$ cat config.mk
export PLATFORM = sky130hd
export DESIGN_NAME = serial_host_control_status
export DESIGN_NICKNAME = d
export VERILOG_FILES = /design/src/core/serial_host_pkg.sv /design/src/core/serial_host_control_status.sv
export VERILOG_INCLUDE_DIRS = /design/src /design/src/core
export SDC_FILE = /design/constraint.sdc
export NUM_CORES = 1
export LEC_CHECK = 0
export ABC_AREA = 1
export ABC_CLOCK_PERIOD_IN_PS = 1600
export BUFFER_PORTS_ARGS = -buffer_cell sky130_fd_sc_hd__buf_4
export CAP_MARGIN = 20
export CORE_ASPECT_RATIO = 0.8
export CORE_MARGIN = 2
export CORE_UTILIZATION = 51
export CTS_BUF_LIST = sky130_fd_sc_hd__clkbuf_4
export DETAILED_ROUTE_END_ITERATION = 8
export GPL_TIMING_DRIVEN = 0
export PLACE_DENSITY = 0.88
export SYNTH_ARGS = -nofsm -noshare
export SYNTH_HDL_FRONTEND = slang
export SYNTH_SLANG_ARGS = --single-unit
$ cat constraint.sdc
create_clock -name CORE_CLK_I -period 1.6 [get_ports CORE_CLK_I]
set_clock_uncertainty 0.2 [all_clocks]
set_input_delay 0.24 -clock CORE_CLK_I [delete_from_list [all_inputs] [get_ports CORE_CLK_I]]
set_output_delay 0.24 -clock CORE_CLK_I [all_outputs]
set_load 0.005 [all_outputs]
$ cat src/core/serial_host_map.svh
`ifndef SERIAL_HOST_MAP_SVH
`define SERIAL_HOST_MAP_SVH

// ==========================================
// register offsets (byte addresses)
`define OFS_CONTROL_STATUS   4'h0
`define OFS_TRANSMIT_DATA    4'h4

// ==========================================
// control field positions
`define BIT_PORT_ENABLE      0
`define BIT_PROTOCOL_SELECT  1
`define BIT_WORD_SIZE_LO     2
`define BIT_WORD_SIZE_HI     3
`define BIT_CLOCK_FREEZE     4
`define BIT_DEPTH_SELECT     5
`define BIT_MASTER_SELECT    6
`define BIT_REQ_ENABLE_LO    7
`define BIT_REQ_ENABLE_HI    8
`define BIT_MASTER_IDLE      9
`define BIT_BUS_ERR_IE       10
`define BIT_TRANSMIT_IE      11
`define BIT_RECEIVE_IE_LO    12
`define BIT_RECEIVE_IE_HI    13

// ==========================================
// status field positions
`define BIT_TX_UNDERRUN      14
`define BIT_TX_EMPTY         15
`define BIT_RX_NOT_EMPTY     17
`define BIT_RX_FULL          19
`define BIT_RX_OVERRUN       20
`define BIT_BUS_ERROR        21
`define BIT_PORT_BUSY        22

// ==========================================
// reset values and sizes
`define CONTROL_RESET        14'h0200
`define WORD_BITS_8          5'h08
`define WORD_BITS_16         5'h10
`define WORD_BITS_24         5'h18
`define DEPTH_SINGLE         4'h1
`define DEPTH_DEEP           4'hA
`define MASK_DELAY_CYCLES    1

`endif

$ cat src/core/serial_host_pkg.sv
`default_nettype none

package serial_host_pkg;

    typedef enum logic [1:0] {
        WS_8        = 2'b00,
        WS_16       = 2'b01,
        WS_24       = 2'b10,
        WS_RESERVED = 2'b11
    } word_size_t;

    typedef enum logic [1:0] {
        RXI_OFF      = 2'b00,
        RXI_NOT_EMPTY = 2'b01,
        RXI_RESERVED = 2'b10,
        RXI_FULL     = 2'b11
    } rx_irq_mode_t;

endpackage

`default_nettype wire

$ cat src/core/serial_host_control_status.sv
// Behaviour
// RQ1 - protocol bit: zero SPI, one I2C
// RQ2 - word size 8/16/24 bits, 11 reserved
// RQ3 - software changes size/request fields only idle
// RQ4 - I2C slave freeze holds SCL, else error
// RQ5 - freeze transmit needs matched internal clock rate
// RQ6 - depth bit: one level or ten levels
// RQ7 - software disables port before mode changes
// RQ8 - master bit selects master or slave role
// RQ9 - slave select in SPI master sets error
// RQ10 - request pin: off, or master clock pause input
// RQ11 - slave request pin shows shifter readiness
// RQ12 - idle set by control write, cleared by transmit
// RQ13 - transmit write while idle sends restart address
// RQ14 - word end without data: stall or stop
// RQ15 - receive ack follows idle; idle stops after word
// RQ16 - receive full stalls clock before ack
// RQ17 - idle reads set outside I2C master, resets
// RQ18 - bus error interrupt when enabled and flagged
// RQ19 - transmit and underrun interrupt requests
// RQ20 - receive interrupt modes per enable field
// RQ21 - cleared enable masks after one cycle
// RQ22 - bits 23, 18, 16 read zero
// RQ23 - enable clear enters individual reset next cycle
// RQ24 - reserved encodings handled safely
`timescale 1ns/100ps
`default_nettype none
`include "serial_host_map.svh"

module serial_host_control_status (
    input  wire logic                          CORE_CLK_I,
    input  wire logic                          RST_B_I,
    input  wire logic [3:0]                    AVS_ADDRESS_I,
    input  wire logic                          AVS_READ_I,
    input  wire logic                          AVS_WRITE_I,
    input  wire logic [31:0]                   AVS_WRITEDATA_I,
    output logic [31:0]                        AVS_READDATA_O,
    output logic                               AVS_WAITREQUEST_O,
    input  wire logic                          SOFT_RESET_I,
    input  wire logic                          STOP_STATE_I,
    input  wire logic                          PORT_BUSY_I,
    input  wire logic                          TX_EMPTY_I,
    input  wire logic                          TX_UNDERRUN_I,
    input  wire logic                          RX_NOT_EMPTY_I,
    input  wire logic                          RX_FULL_I,
    input  wire logic                          RX_OVERRUN_I,
    input  wire logic                          SHIFT_RX_READY_I,
    input  wire logic                          SHIFT_TX_READY_I,
    input  wire logic                          SLAVE_READING_I,
    input  wire logic                          SLAVE_WORD_START_I,
    input  wire logic                          TX_WORD_DONE_I,
    input  wire logic                          RX_WORD_DONE_I,
    input  wire logic                          SCL_I,
    input  wire logic                          SS_B_I,
    input  wire logic                          REQ_PIN_I,
    output logic                               REQ_PIN_O,
    output logic                               REQ_PIN_OE_O,
    output logic                               PORT_ACTIVE_O,
    output logic                               PROTO_I2C_O,
    output logic                               MASTER_O,
    output serial_host_pkg::word_size_t        WORD_SIZE_O,
    output logic [4:0]                         WORD_BITS_O,
    output logic [3:0]                         RX_DEPTH_O,
    output logic                               SERIAL_PAUSE_O,
    output logic                               SCL_HOLD_O,
    output logic                               SLAVE_UNDERRUN_O,
    output logic                               SLAVE_OVERRUN_O,
    output logic [23:0]                        TX_DATA_O,
    output logic                               TX_WRITE_O,
    output logic                               RESTART_ADDR_O,
    output logic                               STOP_REQ_O,
    output logic                               CLOCK_STALL_O,
    output logic                               ACK_BIT_O,
    output logic                               IRQ_BUS_ERR_O,
    output logic                               IRQ_TX_DATA_O,
    output logic                               IRQ_TX_UNDERRUN_O,
    output logic                               IRQ_RX_DATA_O,
    output logic                               IRQ_RX_OVERRUN_O
);
    import serial_host_pkg::*;

    // ==========================================
    // bus slave
    logic        wait_reg;
    logic [31:0] rdata_reg;
    logic        wr_csr;
    logic        wr_tx;
    logic [31:0] rd_next;
    logic [13:0] ctrl_reg;
    logic        active_reg;
    logic        bus_err_reg;
    logic        i2c_master;
    logic        idle_view;

    // a request is served on the edge after it is seen with wait low
    assign wr_csr = AVS_WRITE_I && !wait_reg && AVS_ADDRESS_I == `OFS_CONTROL_STATUS;
    assign wr_tx  = AVS_WRITE_I && !wait_reg && AVS_ADDRESS_I == `OFS_TRANSMIT_DATA;

    always_ff @(posedge CORE_CLK_I or negedge RST_B_I) begin
        if (!RST_B_I) begin
            wait_reg <= 1'b1;
        end else begin
            wait_reg <= !(wait_reg && (AVS_READ_I || AVS_WRITE_I));
        end
    end

    always_comb begin
        rd_next = 32'h0000_0000;
        if (AVS_ADDRESS_I == `OFS_CONTROL_STATUS) begin
            rd_next[13:0]               = ctrl_reg;
            rd_next[`BIT_MASTER_IDLE]   = idle_view;      // [RQ17]
            rd_next[`BIT_TX_UNDERRUN]   = active_reg && TX_UNDERRUN_I;
            rd_next[`BIT_TX_EMPTY]      = !active_reg || TX_EMPTY_I;
            rd_next[`BIT_RX_NOT_EMPTY]  = active_reg && RX_NOT_EMPTY_I;
            rd_next[`BIT_RX_FULL]       = active_reg && RX_FULL_I;
            rd_next[`BIT_RX_OVERRUN]    = active_reg && RX_OVERRUN_I;
            rd_next[`BIT_BUS_ERROR]     = bus_err_reg;
            rd_next[`BIT_PORT_BUSY]     = active_reg && PORT_BUSY_I;
            // bits 23, 18 and 16 stay zero [RQ22]
        end
    end

    always_ff @(posedge CORE_CLK_I or negedge RST_B_I) begin
        if (!RST_B_I) begin
            rdata_reg <= 32'h0000_0000;
        end else if (wait_reg && AVS_READ_I) begin
            rdata_reg <= rd_next;
        end
    end

    assign AVS_WAITREQUEST_O = wait_reg;
    assign AVS_READDATA_O    = rdata_reg;

    // ==========================================
    // control register
    logic idle_reg;

    always_ff @(posedge CORE_CLK_I or negedge RST_B_I) begin
        if (!RST_B_I) begin
            ctrl_reg <= `CONTROL_RESET;
        end else if (SOFT_RESET_I) begin
            ctrl_reg <= `CONTROL_RESET;
        end else if (wr_csr) begin
            ctrl_reg <= AVS_WRITEDATA_I[13:0];
        end
    end

    assign i2c_master = active_reg && ctrl_reg[`BIT_PROTOCOL_SELECT] && ctrl_reg[`BIT_MASTER_SELECT];
    assign idle_view  = idle_reg || !i2c_master;

    // idle is set by control writes with bit 9 set and by soft reset, stop or a disabled port; only a transmit write clears it
    always_ff @(posedge CORE_CLK_I or negedge RST_B_I) begin
        if (!RST_B_I) begin
            idle_reg <= 1'b1;
        end else if (SOFT_RESET_I || STOP_STATE_I || !active_reg) begin
            idle_reg <= 1'b1;                                      // [RQ17]
        end else if (wr_csr && AVS_WRITEDATA_I[`BIT_MASTER_IDLE]) begin
            idle_reg <= 1'b1;                                      // [RQ12]
        end else if (wr_tx) begin
            idle_reg <= 1'b0;                                      // [RQ12]
        end
    end

    // individual reset follows a cleared enable by one cycle
    always_ff @(posedge CORE_CLK_I or negedge RST_B_I) begin
        if (!RST_B_I) begin
            active_reg <= 1'b0;
        end else begin
            active_reg <= ctrl_reg[`BIT_PORT_ENABLE] && !SOFT_RESET_I && !STOP_STATE_I; // [RQ23]
        end
    end

    // ==========================================
    // configuration outputs
    always_ff @(posedge CORE_CLK_I or negedge RST_B_I) begin
        if (!RST_B_I) begin
            PORT_ACTIVE_O <= 1'b0;
            PROTO_I2C_O   <= 1'b0;
            MASTER_O      <= 1'b0;
            WORD_SIZE_O   <= WS_8;
            WORD_BITS_O   <= `WORD_BITS_8;
            RX_DEPTH_O    <= `DEPTH_SINGLE;
        end else begin
            PORT_ACTIVE_O <= active_reg;                                         // [RQ23]
            PROTO_I2C_O   <= ctrl_reg[`BIT_PROTOCOL_SELECT];                     // [RQ1]
            MASTER_O      <= ctrl_reg[`BIT_MASTER_SELECT];                       // [RQ8]
            WORD_SIZE_O   <= word_size_t'(ctrl_reg[`BIT_WORD_SIZE_HI:`BIT_WORD_SIZE_LO]);
            RX_DEPTH_O    <= ctrl_reg[`BIT_DEPTH_SELECT] ? `DEPTH_DEEP : `DEPTH_SINGLE; // [RQ6]
            unique case (word_size_t'(ctrl_reg[`BIT_WORD_SIZE_HI:`BIT_WORD_SIZE_LO]))
                WS_8:        WORD_BITS_O <= `WORD_BITS_8;                        // [RQ2]
                WS_16:       WORD_BITS_O <= `WORD_BITS_16;                       // [RQ2]
                WS_24:       WORD_BITS_O <= `WORD_BITS_24;                       // [RQ2]
                WS_RESERVED: WORD_BITS_O <= `WORD_BITS_8;                        // [RQ24]
            endcase
        end
    end

    // ==========================================
    // pin synchronisers: scl, slave select, request
    logic [2:0] sync1_reg;
    logic [2:0] sync2_reg;
    logic       scl_prev_reg;
    logic       scl_fall;

    always_ff @(posedge CORE_CLK_I or negedge RST_B_I) begin
        if (!RST_B_I) begin
            sync1_reg    <= 3'h7;
            sync2_reg    <= 3'h7;
            scl_prev_reg <= 1'b1;
        end else begin
            sync1_reg    <= {REQ_PIN_I, SS_B_I, SCL_I};
            sync2_reg    <= sync1_reg;
            scl_prev_reg <= sync2_reg[0];
        end
    end

    assign scl_fall = scl_prev_reg && !sync2_reg[0];

    // ==========================================
    // bus error from slave select in SPI master
    always_ff @(posedge CORE_CLK_I or negedge RST_B_I) begin
        if (!RST_B_I) begin
            bus_err_reg <= 1'b0;
        end else if (!active_reg) begin
            bus_err_reg <= 1'b0;                                   // [RQ23]
        end else if (!ctrl_reg[`BIT_PROTOCOL_SELECT] && ctrl_reg[`BIT_MASTER_SELECT]
                     && !sync2_reg[1]) begin
            bus_err_reg <= 1'b1;                                   // [RQ9]
        end
    end

    // ==========================================
    // request pin, driven low when asserted; as master input, a high pin pauses
    logic [1:0] rqe;
    logic       req_assert;

    assign rqe = ctrl_reg[`BIT_REQ_ENABLE_HI:`BIT_REQ_ENABLE_LO];

    always_comb begin
        unique case (rqe)
            2'b01:   req_assert = SHIFT_RX_READY_I;                                // [RQ11]
            2'b10:   req_assert = SHIFT_TX_READY_I;                                // [RQ11]
            2'b11:   req_assert = ctrl_reg[`BIT_PROTOCOL_SELECT]
                                ? (SHIFT_RX_READY_I || SHIFT_TX_READY_I)
                                : (SHIFT_RX_READY_I && SHIFT_TX_READY_I);          // [RQ11]
            default: req_assert = 1'b0;
        endcase
    end

    always_ff @(posedge CORE_CLK_I or negedge RST_B_I) begin
        if (!RST_B_I) begin
            REQ_PIN_O      <= 1'b1;
            REQ_PIN_OE_O   <= 1'b0;
            SERIAL_PAUSE_O <= 1'b0;
        end else begin
            REQ_PIN_O      <= !req_assert;
            REQ_PIN_OE_O   <= active_reg && rqe != 2'b00 && !ctrl_reg[`BIT_MASTER_SELECT]; // [RQ10]
            SERIAL_PAUSE_O <= active_reg && rqe != 2'b00 && ctrl_reg[`BIT_MASTER_SELECT]
                              && sync2_reg[2];                                     // [RQ10]
        end
    end

    // ==========================================
    // I2C slave clock freeze
    logic slave_mode;
    logic word_pend_reg;
    logic not_ready;

    assign slave_mode = active_reg && ctrl_reg[`BIT_PROTOCOL_SELECT] && !ctrl_reg[`BIT_MASTER_SELECT];
    assign not_ready  = SLAVE_READING_I ? !SHIFT_TX_READY_I : RX_FULL_I;

    always_ff @(posedge CORE_CLK_I or negedge RST_B_I) begin
        if (!RST_B_I) begin
            word_pend_reg    <= 1'b0;
            SCL_HOLD_O       <= 1'b0;
            SLAVE_UNDERRUN_O <= 1'b0;
            SLAVE_OVERRUN_O  <= 1'b0;
        end else begin
            SLAVE_UNDERRUN_O <= 1'b0;
            SLAVE_OVERRUN_O  <= 1'b0;
            if (!slave_mode) begin
                word_pend_reg <= 1'b0;
                SCL_HOLD_O    <= 1'b0;
            end else if (SLAVE_WORD_START_I) begin
                word_pend_reg <= 1'b1;
            end else if (word_pend_reg && (scl_fall || SCL_HOLD_O)) begin
                if (not_ready && ctrl_reg[`BIT_CLOCK_FREEZE]) begin
                    SCL_HOLD_O <= 1'b1;                            // [RQ4]
                end else begin
                    SCL_HOLD_O       <= 1'b0;
                    word_pend_reg    <= 1'b0;
                    SLAVE_UNDERRUN_O <= not_ready && SLAVE_READING_I;   // [RQ4]
                    SLAVE_OVERRUN_O  <= not_ready && !SLAVE_READING_I;  // [RQ4]
                end
            end
        end
    end

    // ==========================================
    // I2C master idle, stop, stall and acknowledge
    logic stall_tx_reg;
    logic stall_rx_reg;
    logic tx_stall_set;
    logic rx_stall_set;

    assign tx_stall_set = i2c_master && TX_WORD_DONE_I && TX_EMPTY_I && !idle_reg;
    assign rx_stall_set = i2c_master && RX_WORD_DONE_I && RX_FULL_I;

    always_ff @(posedge CORE_CLK_I or negedge RST_B_I) begin
        if (!RST_B_I) begin
            stall_tx_reg <= 1'b0;
            stall_rx_reg <= 1'b0;
        end else begin
            stall_tx_reg <= tx_stall_set || (stall_tx_reg && i2c_master && !wr_tx
                            && !idle_reg);                                          // [RQ14]
            stall_rx_reg <= rx_stall_set || (stall_rx_reg && i2c_master && RX_FULL_I); // [RQ16]
        end
    end

    always_ff @(posedge CORE_CLK_I or negedge RST_B_I) begin
        if (!RST_B_I) begin
            TX_DATA_O      <= 24'h00_0000;
            TX_WRITE_O     <= 1'b0;
            RESTART_ADDR_O <= 1'b0;
            STOP_REQ_O     <= 1'b0;
            CLOCK_STALL_O  <= 1'b0;
            ACK_BIT_O      <= 1'b1;
        end else begin
            TX_WRITE_O     <= wr_tx;
            RESTART_ADDR_O <= wr_tx && i2c_master && idle_reg;                      // [RQ13]
            STOP_REQ_O     <= i2c_master && idle_reg
                              && ((TX_WORD_DONE_I && TX_EMPTY_I) || RX_WORD_DONE_I); // [RQ14] [RQ15]
            CLOCK_STALL_O  <= tx_stall_set || rx_stall_set
                              || (stall_tx_reg && i2c_master && !wr_tx && !idle_reg)
                              || (stall_rx_reg && i2c_master && RX_FULL_I);         // [RQ16]
            ACK_BIT_O      <= idle_view;                                            // [RQ15]
            if (wr_tx) begin
                TX_DATA_O <= AVS_WRITEDATA_I[23:0];                                 // [RQ13]
            end
        end
    end

    // ==========================================
    // interrupt requests with one cycle mask delay
    logic [3:0] ie_dly_reg;
    logic [3:0] ie_eff;
    logic       rx_on;

    always_ff @(posedge CORE_CLK_I or negedge RST_B_I) begin
        if (!RST_B_I) begin
            ie_dly_reg <= 4'h0;
        end else begin
            ie_dly_reg <= ctrl_reg[`BIT_RECEIVE_IE_HI:`BIT_BUS_ERR_IE];
        end
    end

    assign ie_eff = ctrl_reg[`BIT_RECEIVE_IE_HI:`BIT_BUS_ERR_IE] | ie_dly_reg;    // [RQ21]
    assign rx_on  = ie_eff[3:2] == RXI_NOT_EMPTY || ie_eff[3:2] == RXI_FULL;      // [RQ24]

    always_ff @(posedge CORE_CLK_I or negedge RST_B_I) begin
        if (!RST_B_I) begin
            IRQ_BUS_ERR_O     <= 1'b0;
            IRQ_TX_DATA_O     <= 1'b0;
            IRQ_TX_UNDERRUN_O <= 1'b0;
            IRQ_RX_DATA_O     <= 1'b0;
            IRQ_RX_OVERRUN_O  <= 1'b0;
        end else begin
            IRQ_BUS_ERR_O     <= ie_eff[0] && bus_err_reg;                          // [RQ18]
            IRQ_TX_DATA_O     <= ie_eff[1] && active_reg && TX_EMPTY_I && !TX_UNDERRUN_I; // [RQ19]
            IRQ_TX_UNDERRUN_O <= ie_eff[1] && active_reg && TX_UNDERRUN_I;          // [RQ19]
            IRQ_RX_OVERRUN_O  <= rx_on && active_reg && RX_OVERRUN_I;               // [RQ20]
            IRQ_RX_DATA_O     <= rx_on && active_reg && !RX_OVERRUN_I
                                 && (ie_eff[3] ? RX_FULL_I : RX_NOT_EMPTY_I);       // [RQ20]
        end
    end
endmodule

`default_nettype wire

; Word level (Yosys, flattened, before mapping)
; Index checks and enable logic that the tools add are counted.
[totals]
reg_bits = 107
in_bits = 57
out_inout_bits = 87
[classes]
eq_ne = 14
muxes = 32
n_bitwise = 1
reduce_logical = 91
[op_table]
columns = operator, n
row1 = logical AND 1 bit, 52
row2 = 2-to-1 mux 14 bit, 2
row3 = 2-to-1 mux 1 bit, 25
row4 = zero test 1 bit, 17
row5 = 2-to-1 mux 16 bit, 1
row6 = case mux 5 bit (3 select lines), 1
row7 = logical OR 1 bit, 14
row8 = "== test 2 bit, second input constant", 5
row9 = 2-to-1 mux 4 bit, 2
row10 = "== test 2 x 1 -> 1 bit, second input constant", 3
row11 = "== test 4 x 3 -> 1 bit, second input constant", 1
row12 = zero test 4 bit, 1
row13 = "!= test 2 x 1 -> 1 bit, second input constant", 2
row14 = OR 4 bit, 1
row15 = AND reduction 2 bit, 2
row16 = nonzero test 2 bit, 2
row17 = "!= test 3 x 2 -> 1 bit, second input constant", 1
row18 = "!= test 3 bit, second input constant", 1
row19 = case mux 1 bit (3 select lines), 1
row20 = nonzero test 3 bit, 1
row21 = zero test 2 bit, 1
row22 = "!= test 2 bit, second input constant", 1
row23 = OR reduction 2 bit, 1

; Logic depth before layout (Yosys ltp)
[depth]
depth_word = 8
depth_mapped = 7
depth_no_buf = 7

; Worst setup path before layout
; OpenSTA, ideal clock, no wires.
[synth_timing]
kind = reg-to-reg
startpoint = reg wait_reg, in the netlist AVS_WAITREQUEST_O
endpoint = reg rdata_reg[0], in the netlist AVS_READDATA_O[0]
setup_ps = 66
arrival_time_ps = 1079
required_ps = 1334
setup_slack_ps = 255
stages_incl_launch_ff = 6
n_path_buf = 1
period_less_slack_ps = 1345
cell_sequence = dfstp_2 nand2_1 nor2_1 buf_2 nand2_1 nand2_1
[synth_via]
elab_chain_cells = 1
[synth_lines]
columns = item, line
row1 = start: declaration, serial_host_control_status.sv:84  ; logic wait_reg;
row2 = start signal: assignment, serial_host_control_status.sv:103  ; wait_reg <= !(wait_reg && (AVS_READ_I || AVS_WRITE_I));
row3 = logical AND 1 bit, serial_host_control_status.sv:126  ; end else if (wait_reg && AVS_READ_I) begin
row4 = end signal: assignment, serial_host_control_status.sv:127  ; rdata_reg <= rd_next;
row5 = end: declaration, serial_host_control_status.sv:85  ; logic [31:0] rdata_reg;
; No other way between the ends.
; A chain may end at the register's enable or synchronous reset.

; Final worst setup path
[layout_timing]
startpoint = in SHIFT_TX_READY_I
endpoint = reg REQ_PIN_O
[layout_via]
elab_chain_cells = 4
elab_cells_between_ends = 5
[layout_lines]
columns = item, line
row1 = start: declaration, serial_host_control_status.sv:48  ; input wire logic SHIFT_TX_READY_I,
row2 = logical AND 1 bit / logical OR 1 bit (equally long branches), "serial_host_control_status.sv:245, serial_host_control_status.sv:244"
row3 = 2-to-1 mux 1 bit, serial_host_control_status.sv:243  ; 2'b11: req_assert = ctrl_reg[`BIT_PROTOCOL_SELECT]
row4 = case mux 1 bit (3 select lines) (*), serial_host_control_status.sv:240  ; unique case (rqe)
row5 = zero test 1 bit (*), serial_host_control_status.sv:256  ; REQ_PIN_O <= !req_assert;
row6 = end signal: assignment, serial_host_control_status.sv:256
row7 = end: declaration, serial_host_control_status.sv:56  ; output logic REQ_PIN_O,
; Mark *: on every way between the ends. The rest lies on a longest branch, timed or not.

==> metrics.yaml <==
largest_reg_flops: 24
crit_type: "primary input to register"
clock-sinks: 101
hpwl_um: 6950
tns_ns: 0
ff2ff_setup_slack_ns: 0.02
finalSetupViolCount: 0
firstDrtPassIters: 5
cp.buffers_inverters: 4
gp_congestion: 0.791
synth.area.top_cells: "dfrtp_1, nand2_1, dfstp_2"
p_per_area_nw_per_um2: 845
grt_pass1_wl_um: 16300
final_max_slew_viol_count: 0
max-slew-margin-rel_pct: 58.6
synth-seq-cells: 101
wire_per_inst_um: 14.5
seq_area_um2: 2540
vias_per_cell: 4.81
grt_usage_pct: 25.8
grt_max_degree: 55
critPathMaxFanout: 3
core_area_um2: 7390
num_vias: 3426
async_reset_ff_share_pct: 100
clk_latency_ns: 0.43
initial_core_util_pct: 52.7
finalWirelength_um: 10300
path_cells: "dlygate4sd3_1 > buf_4 > inv_1 > o21ai_0 > dlygate4sd3_1 > nand2_1"
place_area_um2: 5010
antenna_found_initial: 0
ant_nets: 0
worstPathArrival_ns: 1.78
chipWidth_um: 102
rows: 28
final_hold_viol_count: 0
synth_largest_area_cell: "dfrtp_1"
finalPower_mw: 4.82
drtIter0Drc: 217
fin_crit_ns: 1.60
drive_gt1_share_pct: 30.9
cpMostUsedCell: "dlygate4sd3_1"
n_fill_cell: 511
fin_cells: 713
cpPeakStageDelay_ns: 0.59
cp_data_required_time_ns: 1.78
first_global_vias: 3483
die-area_um2: 8350
syn_avg_cell_area_um2: 9.69
cp_top_family: "buffers and inverters"
crit_path_start_kind: "primary input"
p_leak_nw: 3.14
ctsLongestPathBuffers: 2
nets: 661
synth.top_cell.area_share_pct: 56.6
place_inst: 642
htree_levels: 3
hold_class: "primary input to asynchronous set/reset pin"
io-pin-count: 144
synth_commonest_cells: "nand2_1, dfrtp_1, inv_1"
fin_area_um2: 5700
cts-root-buf: "clkbuf_4"
rsz0062_at_grt: "true"
final_core_util_pct: 77.1
ir_drop_mv: 0.623
drv.max_cap_violation_count: 0
ys.warnings.count: 0
crit_path_top_delay_cell: "dlygate4sd3_1"
synth_edf_count: 0
max_freq_ghz: 0.626
die_h_um: 82.2
status: "completed"
antenna_cells: 0
cts.clk_slew.worst_paths_ns: 0.14
multiInputGateArea_um2: 1100
cp-end-kind: "register"
seq_area_frac_synth_pct: 65.3
area_delta_synth_final_pct: 46.5
io_buffers: 120
synth_flop_cell: "dfrtp_1"
drc: 0
post-route-period-util_pct: 99.8
worstMarginPinSlew_ns: 0.621
synth_area_um2: 3890
numCtsBuffers: 9
synth_most_common_cell: "nand2_1"
synthDistinctLibCells: 27
synth_cells: 402
grt-ovfl-total: 0
tritoncts: "yes"
cell families after synthesis:
logic type,share of synthesized area [%]
other,0.0963
AND/OR/NAND/NOR,23.5
buffers and inverters,7.97
flip-flops,65.3
AO/OA/AOI/OAI,2.80
adder cells (fa/ha/maj),0.321
cell type report:
cell class / count / area share, %
clock inverter: 7 / 1.16
clock buffer: 9 / 1.18
timing repair buffer: 176 / 25.9
tap: 105 / 2.30
multi-input combinational: 259 / 19.2
inverter: 29 / 1.91
buffer: 27 / 3.73
sequential: 101 / 44.6
cells in the final DEF (no fill, tap or decap), types with 2 or more instances in the layout:
| cell | instances |
|---|---|
| dfstp_2 | 13 |
| clkinv_2 | 4 |
| nor2_2 | 2 |
| o211ai_1 | 2 |
| buf_6 | 6 |
| dfrtp_1 | 88 |
| o21ai_0 | 11 |
| o21ai_1 | 2 |
| clkbuf_4 | 9 |
| conb_1 | 15 |
| nand3_1 | 20 |
| nand2_1 | 171 |
| a21oi_1 | 3 |
| inv_1 | 28 |
| nor2_1 | 19 |
| buf_4 | 141 |
| dlygate4sd3_1 | 52 |
| nor2_4 | 3 |
| nor3_1 | 2 |
report_power, final:
| part | total, mW | internal (mW) | switching, mW |
|---|---|---|---|
| registers | 2.81 | 2.71 | 0.0985 |
| logic | 0.747 | 0.423 | 0.324 |
| clock network | 1.26 | 0.469 | 0.795 |
| total | 4.82 | 3.60 | 1.22 |
metal layers:
layer	GRT usage [%]	part of all wire (%)	vias up
met3	7.07	8.4	18
met4	7.03	1.4	0
li1	-	-	1613
met1	31.8	41	1617
met5	0	0	-
met2	45.3	49	178
stage by stage:
stage | hold slack, ns | setup slack, ns
5_1_grt | 0.162 | -0.0470
4_1_cts | 0.0674 | -0.00362
3_3_place_gp | 0.147 | 0.0791
6_report | 0.143 | 0.00287
2_1_floorplan | -0.256 | 0.255
3_5_place_dp | 0.0913 | 0.0728
what timing repair did:
action	4_1_cts	5_1_grt
gates resized for setup	1	9
hold endpoints to repair	109	0
endpoints found under the setup margin	1	25
pin swaps	0	2
setup buffers	0	3
hold buffers	52	0
path summary, 6_finish.rpt:
check                               endpoint  cells past startpoint               from
max                                REQ_PIN_O                      6   SHIFT_TX_READY_I
min                           SERIAL_PAUSE_O                      2            RST_B_I
max reg2reg                AVS_WAITREQUEST_O                      2  AVS_WAITREQUEST_O
min reg2reg                     sync2_reg[0]                      0       sync1_reg[0]
max in group asynchronous           idle_reg                      3            RST_B_I
min in group CORE_CLK_I         sync2_reg[0]                      0       sync1_reg[0]
(Power assumes the default switching activity.)
